==> config.mk <==
export PLATFORM = sky130hd
export DESIGN_NAME = ppvr_regs
export DESIGN_NICKNAME = d
export VERILOG_FILES = /design/src/ppvr_pkg.sv /design/src/ppvr_word.sv /design/src/ppvr_regs.sv
export VERILOG_INCLUDE_DIRS = /design/src
export SDC_FILE = /design/constraint.sdc
export NUM_CORES = 1
export LEC_CHECK = 0
export BUFFER_PORTS_ARGS = -buffer_cell sky130_fd_sc_hd__buf_4
export CAP_MARGIN = 20
export CORE_MARGIN = 2
export CORE_UTILIZATION = 42
export DETAILED_ROUTE_END_ITERATION = 6
export GPL_TIMING_DRIVEN = 0
export MAX_ROUTING_LAYER = met4
export PLACE_DENSITY = 0.73
export SETUP_SLACK_MARGIN = 0.15
export SYNTH_ARGS = -nofsm -noshare
export SYNTH_HDL_FRONTEND = slang
export SYNTH_HIERARCHICAL = 1
export SYNTH_SLANG_ARGS = --single-unit
export TNS_END_PERCENT = 20
==> constraint.sdc <==
create_clock -name REF_CLK -period 3.6 [get_ports REF_CLK]
set_input_delay 0 -clock REF_CLK [delete_from_list [all_inputs] [get_ports REF_CLK]]
set_output_delay 0 -clock REF_CLK [all_outputs]
set_load 0.005 [all_outputs]
==> src/ppvr_map.svh <==
// register map constants for the plateau and verification register pair
// assumes inclusion by the package and by design files of this block
`ifndef PPVR_MAP_SVH
`define PPVR_MAP_SVH
`define PPVR_ADDR_PLATEAU     4'h7
`define PPVR_ADDR_VERIFY      4'h8
`define PPVR_RST_PLATEAU      16'h003D
`define PPVR_RST_VERIFY       16'h0001
`define PPVR_PLAT_MSB         5
`define PPVR_PLAT_LSB         2
`define PPVR_VFS_MSB          3
`define PPVR_VFS_LSB          2
`define PPVR_LMI_BIT          1
`define PPVR_PAR_BIT          0
`define PPVR_RST_PLAT_SEL     4'hF
`define PPVR_RST_VFS          2'h0
`endif

==> src/ppvr_pkg.sv <==
// types for the plateau and verification register pair
// assumes the map header sits in the same folder
`include "ppvr_map.svh"
package ppvr_pkg;
    typedef enum logic [1:0] {
        PPVR_VFS_NONE  = 2'h0,
        PPVR_VFS_RSVD  = 2'h1,
        PPVR_VFS_CLOCK = 2'h2,
        PPVR_VFS_DCHAN = 2'h3
    } ppvr_vfs_t;
endpackage

==> src/ppvr_word.sv <==
// builds one register read word: field, last-message flag and odd parity
// assumes a purely combinational use inside the register bank
`timescale 1ns/1ps
module ppvr_word #(
    parameter int FW  = 4,
    parameter int LSB = 2
) (
    input  wire logic [FW-1:0] field,
    input  wire logic          last_msg_invalid,
    output logic      [15:0]   word
);
    logic [15:0] base;
    // reserved bits zero, parity makes the word odd
    always_comb begin
        base = 16'h0000;
        base[LSB +: FW] = field;
        base[1] = last_msg_invalid;
        word = {base[15:1], ~(^base[15:1])};
    end
endmodule

==> src/ppvr_regs.sv <==
// plateau level and verification select registers of the primary side
// assumes a transport layer that delivers decoded, parity-checked requests
// and a mode machine that pulses mode-entry events on REF_CLK
//
// Operation
// - plateau selector writable at bits 5:2
// - bit 1 reports last message invalid
// - bit 0 gives odd word parity
// - verify selector decodes none, reserved, clock, channel
// - selection acts only entering verification mode
// - entering first mode clears verify selector
// - host selects function by register write only
`timescale 1ns/1ps
`include "ppvr_map.svh"
module ppvr_regs
    import ppvr_pkg::*;
(
    input  wire logic        REF_CLK,
    input  wire logic        RESETN,
    input  wire logic        WR_EN,
    input  wire logic        RD_EN,
    input  wire logic [3:0]  ADDR,
    input  wire logic [15:0] WDATA,
    input  wire logic        MSG_DONE,
    input  wire logic        MSG_DISCARD,
    input  wire logic        ENTER_FIRST_MODE,
    input  wire logic        ENTER_VERIFY_MODE,
    output logic      [15:0] RDATA,
    output logic             RD_HIT,
    output logic      [3:0]  PLATEAU_SEL,
    output logic             CLOCK_SUPV_START,
    output logic             DCHAN_SUPV_START
);
    logic [3:0]  plat_r;
    logic [1:0]  vfs_r;
    logic        lmi_r;
    logic [15:0] plat_word;
    logic [15:0] vfs_word;

    // last-message flag follows each finished message
    always_ff @(posedge REF_CLK or negedge RESETN) begin
        if (!RESETN) begin
            lmi_r <= 1'b0;
        end else if (MSG_DONE) begin
            lmi_r <= MSG_DISCARD;
        end
    end

    // plateau selector storage
    always_ff @(posedge REF_CLK or negedge RESETN) begin
        if (!RESETN) begin
            plat_r <= `PPVR_RST_PLAT_SEL;
        end else if (WR_EN && ADDR == `PPVR_ADDR_PLATEAU) begin
            plat_r <= WDATA[`PPVR_PLAT_MSB:`PPVR_PLAT_LSB];
        end
    end

    // verify selector: first-mode entry wins over a write
    always_ff @(posedge REF_CLK or negedge RESETN) begin
        if (!RESETN) begin
            vfs_r <= `PPVR_RST_VFS;
        end else if (ENTER_FIRST_MODE) begin
            vfs_r <= `PPVR_RST_VFS;
        end else if (WR_EN && ADDR == `PPVR_ADDR_VERIFY) begin
            vfs_r <= WDATA[`PPVR_VFS_MSB:`PPVR_VFS_LSB];
        end
    end

    // start pulses only on verification-mode entry
    always_ff @(posedge REF_CLK or negedge RESETN) begin
        if (!RESETN) begin
            CLOCK_SUPV_START <= 1'b0;
            DCHAN_SUPV_START <= 1'b0;
        end else begin
            CLOCK_SUPV_START <= ENTER_VERIFY_MODE && vfs_r == PPVR_VFS_CLOCK;
            DCHAN_SUPV_START <= ENTER_VERIFY_MODE && vfs_r == PPVR_VFS_DCHAN;
        end
    end

    // plateau level to the analog side
    always_ff @(posedge REF_CLK or negedge RESETN) begin
        if (!RESETN) begin
            PLATEAU_SEL <= `PPVR_RST_PLAT_SEL;
        end else begin
            PLATEAU_SEL <= plat_r;
        end
    end

    ppvr_word #(.FW(4), .LSB(`PPVR_PLAT_LSB)) u_plat_word (
        .field (plat_r),
        .last_msg_invalid   (lmi_r),
        .word  (plat_word)
    );

    ppvr_word #(.FW(2), .LSB(`PPVR_VFS_LSB)) u_vfs_word (
        .field (vfs_r),
        .last_msg_invalid   (lmi_r),
        .word  (vfs_word)
    );

    // registered read answer, one cycle after the request
    always_ff @(posedge REF_CLK or negedge RESETN) begin
        if (!RESETN) begin
            RDATA  <= 16'h0000;
            RD_HIT <= 1'b0;
        end else if (RD_EN) begin
            RD_HIT <= ADDR == `PPVR_ADDR_PLATEAU || ADDR == `PPVR_ADDR_VERIFY;
            if (ADDR == `PPVR_ADDR_PLATEAU) begin
                RDATA <= plat_word;
            end else if (ADDR == `PPVR_ADDR_VERIFY) begin
                RDATA <= vfs_word;
            end else begin
                RDATA <= 16'h0000;
            end
        end else begin
            RD_HIT <= 1'b0;
        end
    end

    // assertions
    property p_plat_write;
        @(posedge REF_CLK) disable iff (!RESETN)
        (WR_EN && ADDR == `PPVR_ADDR_PLATEAU) |=> plat_r == $past(WDATA[`PPVR_PLAT_MSB:`PPVR_PLAT_LSB]);
    endproperty
    a_plat_write: assert property (p_plat_write) else $error("plateau write lost");

    property p_plat_out;
        @(posedge REF_CLK) disable iff (!RESETN)
        1'b1 |=> PLATEAU_SEL == $past(plat_r);
    endproperty
    a_plat_out: assert property (p_plat_out) else $error("plateau level output lags wrongly");

    property p_reserved_zero;
        @(posedge REF_CLK) disable iff (!RESETN)
        $past(RD_EN) |-> (RDATA[15:6] == 10'h000) && ($past(ADDR) != `PPVR_ADDR_VERIFY || RDATA[5:4] == 2'h0);
    endproperty
    a_reserved_zero: assert property (p_reserved_zero) else $error("reserved bits nonzero");

    property p_unmapped;
        @(posedge REF_CLK) disable iff (!RESETN)
        (RD_EN && ADDR != `PPVR_ADDR_PLATEAU && ADDR != `PPVR_ADDR_VERIFY) |=> !RD_HIT && RDATA == 16'h0000;
    endproperty
    a_unmapped: assert property (p_unmapped) else $error("unmapped read answered");

    property p_lmi;
        @(posedge REF_CLK) disable iff (!RESETN)
        (MSG_DONE ##1 !MSG_DONE ##1 (RD_EN && !MSG_DONE)) |=> RDATA[1] == $past(MSG_DISCARD, 3) || !RD_HIT;
    endproperty
    a_lmi: assert property (p_lmi) else $error("last message flag wrong");

    property p_lmi_update;
        @(posedge REF_CLK) disable iff (!RESETN)
        MSG_DONE |=> lmi_r == $past(MSG_DISCARD);
    endproperty
    a_lmi_update: assert property (p_lmi_update) else $error("last message flag not updated");

    property p_parity;
        @(posedge REF_CLK) disable iff (!RESETN)
        RD_HIT |-> ^RDATA == 1'b1;
    endproperty
    a_parity: assert property (p_parity) else $error("parity not odd");

    property p_clock_start;
        @(posedge REF_CLK) disable iff (!RESETN)
        (ENTER_VERIFY_MODE && vfs_r == 2'h2) |=> CLOCK_SUPV_START && !DCHAN_SUPV_START;
    endproperty
    a_clock_start: assert property (p_clock_start) else $error("clock supervision not started");

    property p_dchan_start;
        @(posedge REF_CLK) disable iff (!RESETN)
        (ENTER_VERIFY_MODE && vfs_r == PPVR_VFS_DCHAN) |=> DCHAN_SUPV_START && !CLOCK_SUPV_START;
    endproperty
    a_dchan_start: assert property (p_dchan_start) else $error("channel supervision not started");

    property p_none_start;
        @(posedge REF_CLK) disable iff (!RESETN)
        (ENTER_VERIFY_MODE && (vfs_r == PPVR_VFS_NONE || vfs_r == PPVR_VFS_RSVD))
            |=> !CLOCK_SUPV_START && !DCHAN_SUPV_START;
    endproperty
    a_none_start: assert property (p_none_start) else $error("start from idle selection");

    property p_no_start;
        @(posedge REF_CLK) disable iff (!RESETN)
        !ENTER_VERIFY_MODE |=> !CLOCK_SUPV_START && !DCHAN_SUPV_START;
    endproperty
    a_no_start: assert property (p_no_start) else $error("start outside mode entry");

    property p_first_clear;
        @(posedge REF_CLK) disable iff (!RESETN)
        ENTER_FIRST_MODE |=> vfs_r == 2'h0;
    endproperty
    a_first_clear: assert property (p_first_clear) else $error("selector not cleared");

    property p_vfs_write;
        @(posedge REF_CLK) disable iff (!RESETN)
        (WR_EN && ADDR == `PPVR_ADDR_VERIFY && !ENTER_FIRST_MODE) |=> vfs_r == $past(WDATA[`PPVR_VFS_MSB:`PPVR_VFS_LSB]);
    endproperty
    a_vfs_write: assert property (p_vfs_write) else $error("selector write lost");

    property p_stable;
        @(posedge REF_CLK) disable iff (!RESETN)
        !(WR_EN && ADDR == `PPVR_ADDR_PLATEAU) ##1 1'b1 |-> $stable(plat_r);
    endproperty
    a_stable: assert property (p_stable) else $error("plateau changed without write");

    c_clock: cover property (@(posedge REF_CLK) disable iff (!RESETN) CLOCK_SUPV_START);
    c_dchan: cover property (@(posedge REF_CLK) disable iff (!RESETN) DCHAN_SUPV_START);
    c_clear: cover property (@(posedge REF_CLK) disable iff (!RESETN) ENTER_FIRST_MODE && vfs_r != 2'h0);
    c_clash: cover property (@(posedge REF_CLK) disable iff (!RESETN)
        ENTER_FIRST_MODE && WR_EN && ADDR == `PPVR_ADDR_VERIFY);
endmodule

==> impl_metrics.csv <==
group,metric,value,unit
cts,clkTransAtPathRegs,0.07,ns
sta,fmax,710,MHz
pwr,p_sw_share,21.3,%
pwr,combPwrFrac,17.9,%
drt,drt_pass1_iterations,4,
setup_path,reg2reg_from,"lmi_r$_DFFE_PN0P_",
sta,setup_viol,0,
cells_and_area,syn_to_final_growth,42.1,%
logic_synthesis,synth_cells,141,
cells_and_area,mostFrequentLayoutCells,"buf_4, dfrtp_1, conb_1",
die,floorplan.initialDensity,43.4,%
pwr,pwr-share-clk,41.4,%
die,dieWidth,65.2,µm
sta,finalHoldViolCount,0,
pwr,switchingPower,218,µW
placement,dpl.hpwl,2010,µm
cts,cts.sinks,30,
drt,dr_total_vias,1140,
cts,cts_root_buffer,"clkbuf_8",
cts,clk_path_buf_depth,2,
global_routing,grt_max_degree,31,
pwr,powerDensity,458,nW/µm²
drt,drt_wl_total,2960,µm
drt,first_iter_violations,60,
cells_and_area,seq_area,761,µm²
placement,io_buffers,38,
global_routing,grt_pass1_wl,5150,µm
min_path,min-delay-start,"WR_EN",
setup_path,slowest_delay,0.55,ns
setup_path,critical_path.cell_chain,"mux2_2, dlygate4sd3_1",
die,fp.dieH,65.2,µm
logic_synthesis,syn_avg_cell_area,11.2,µm²
setup_path,start_kind,"flop",
sta,fin_crit_sh,39.1,%
pwr,pwr-share-seq,40.7,%
sta,hold_ws,0.0172,ns
logic_synthesis,ys_seq_area_share,48.3,%
pwr,internal_power,807,µW
cells_and_area,multiInputGateArea,624,µm²
sta,grt_setup_unrepaired,"false",
logic_synthesis,synth_area,1580,µm²
logic_synthesis,ys_types,23,
cells_and_area,fillers,322,
status,status,"finished clean",
die,core-area,3630,µm²
setup_path,cp.arrival,1.57,ns
cts,clock_latency,0.28,ns
sta,finalClockSkew,0.00451,ns
global_routing,grt.total_usage,16.2,%
cells_and_area,final_cells,265,
cts,cts_tree,"built",
cells_and_area,final_net_count,244,
global_routing,grt_overflow,0,
pwr,p_leak,0.00111,µW
sta,fin_crit,1.41,ns
setup_path,cp_slowest_cell,"dlygate4sd3_1",
die,pin_count,51,
setup_path,startpoint,"lmi_r$_DFFE_PN0P_",
cts,cts_resized,0,
setup_path,end_kind,"flop",
drt,drc,0,
drt,viasPerCell,4.30,
pwr,ir_drop,0.000294,V
sta,setup_tns,0,ns
placement,place_congestion,0.765,
setup_path,crit_type,"flop to flop",
job,max_cap_viol_count,0,
logic_synthesis,ys_seq_elements,30,
global_routing,grt_pass1_vias,1136,
cts,ctsHtreeMaxLevel,2,
logic_synthesis,ys_warn_count,6,
die,fp-row-count,22,
drt,ant_nets,0,
cells_and_area,final_common_cell,"buf_4",
drt,post_drt_wl_per_cell,11.2,µm
global_routing,antenna_found_initial,0,
cells_and_area,diodes,0,
die,dieArea,4260,µm²
sta,finalMaxSlewViolations,0,
setup_path,cp.required,3.76,ns
cells_and_area,drive_gt1_share,43.3,%
setup_path,crit_fanout,5,
cts,cts_made_buffers,5,
placement,place_inst,247,
min_path,min_path_type,"input pin to flop",
==> sequential cells by signal, summed over array words and instances, names as in the netlist <==
register,count
lmi_r,1
RD_HIT,1
plat_r,4
DCHAN_SUPV_START,1
vfs_r,2
CLOCK_SUPV_START,1
PLATEAU_SEL,4
RDATA,16
==> cells by family (layout without fill, tap and decap cells) <==
family	after synthesis	count (layout)	synth area share, %
XOR/XNOR	4	4	3.97
flip-flops	30	30	48.3
AND/OR/NAND/NOR	28	28	9.21
multiplexers	5	5	3.57
other	2	22	0.477
buffers and inverters	37	93	16.8
AO/OA/AOI/OAI	35	35	17.6
==> routing by layer <==
metal  share of wire, %  GRT usage, %
met1                 44          19.5
met4                  0          3.13
met2                 50          26.5
met5                  0             -
met3                5.6          5.65
==> critical path, delay by kind of cell, from the launching register on <==
family                 cells  cell delay, ns
muxes                      1            0.29
buffers and inverters      1            0.55
DFF                        1            0.45
==> power groups by stage <==
stage / combinational, µW / clock, µW / sequential (µW)
floorplan: 103 / 0 / 419
global placement: 174 / 0 / 423
detailed placement: 176 / 0 / 423
CTS: 185 / 431 / 417
global route: 204 / 450 / 421
finish: 184 / 424 / 417
==> per-stage QoR <==
stage / worst slack [ns] / area (µm²) / total power, µW / util (%)
after floorplan: 2.33 / 1650 / 523 / -
after global placement: 2.28 / 2000 / 597 / 54.9
after detailed placement: 2.27 / 2000 / 600 / 54.9
after CTS: 2.19 / 2240 / 1030 / 61.6
after global routing: 2.17 / 2240 / 1080 / 61.6
final: 2.19 / 2240 / 1030 / 61.6
==> repair_timing <==
action	4_1_cts	5_1_grt
endpoints found under the hold margin	39	0
hold buffers	10	0
setup endpoints to repair	0	0
setup buffers	0	0
==> layout make-up <==
cell class,count,share of cell area [%]
Multi-Input combinational cell,94,27.9
Buffer,37,11.9
Clock inverter,2,2.68
Sequential cell,30,34.0
Tap cell,48,2.68
Clock buffer,6,3.69
Timing Repair Buffer,48,17.2
==> worst paths after layout <==
| check | end | slack (ns) | depth (start not counted) |
|---|---|---|---|
| min | vfs_r[1]$_DFFE_PN0P_ | 0.02 | 3 |
| min reg2reg | PLATEAU_SEL[2]$_DFF_PN1_ | 0.39 | 0 |
| min in group asynchronous | vfs_r[0]$_DFFE_PN0P_ | 0.18 | 2 |
| max | lmi_r$_DFFE_PN0P_ | 2.19 | 2 |
| max reg2reg | lmi_r$_DFFE_PN0P_ | 2.19 | 2 |
| max in group asynchronous | plat_r[2]$_DFFE_PN1P_ | 3.09 | 2 |
==> synth_stat cells (all sizes together) <==
| library cell | instances | area [µm²] |
|---|---|---|
| o2bb2ai | 16 | 140 |
| nor2 | 17 | 63.8 |
| conb | 2 | 7.51 |
| nand2b | 2 | 12.5 |
| clkbuf | 4 | 16.3 |
| xnor3 | 2 | 45.0 |
| nand4b | 2 | 17.5 |
| nand2 | 2 | 7.51 |
| dfstp | 8 | 210 |
| buf | 33 | 249 |
| o21ai | 2 | 10.0 |
| and2 | 2 | 12.5 |
| and3 | 1 | 6.26 |
| o21a | 1 | 7.51 |
| dfrtp | 22 | 551 |
| mux2 | 5 | 56.3 |
| xnor2 | 2 | 17.5 |
| and4b | 1 | 10.0 |
| nor4b | 1 | 15.0 |
| a21boi | 16 | 120 |
Power figures use the tool's default switching activity.
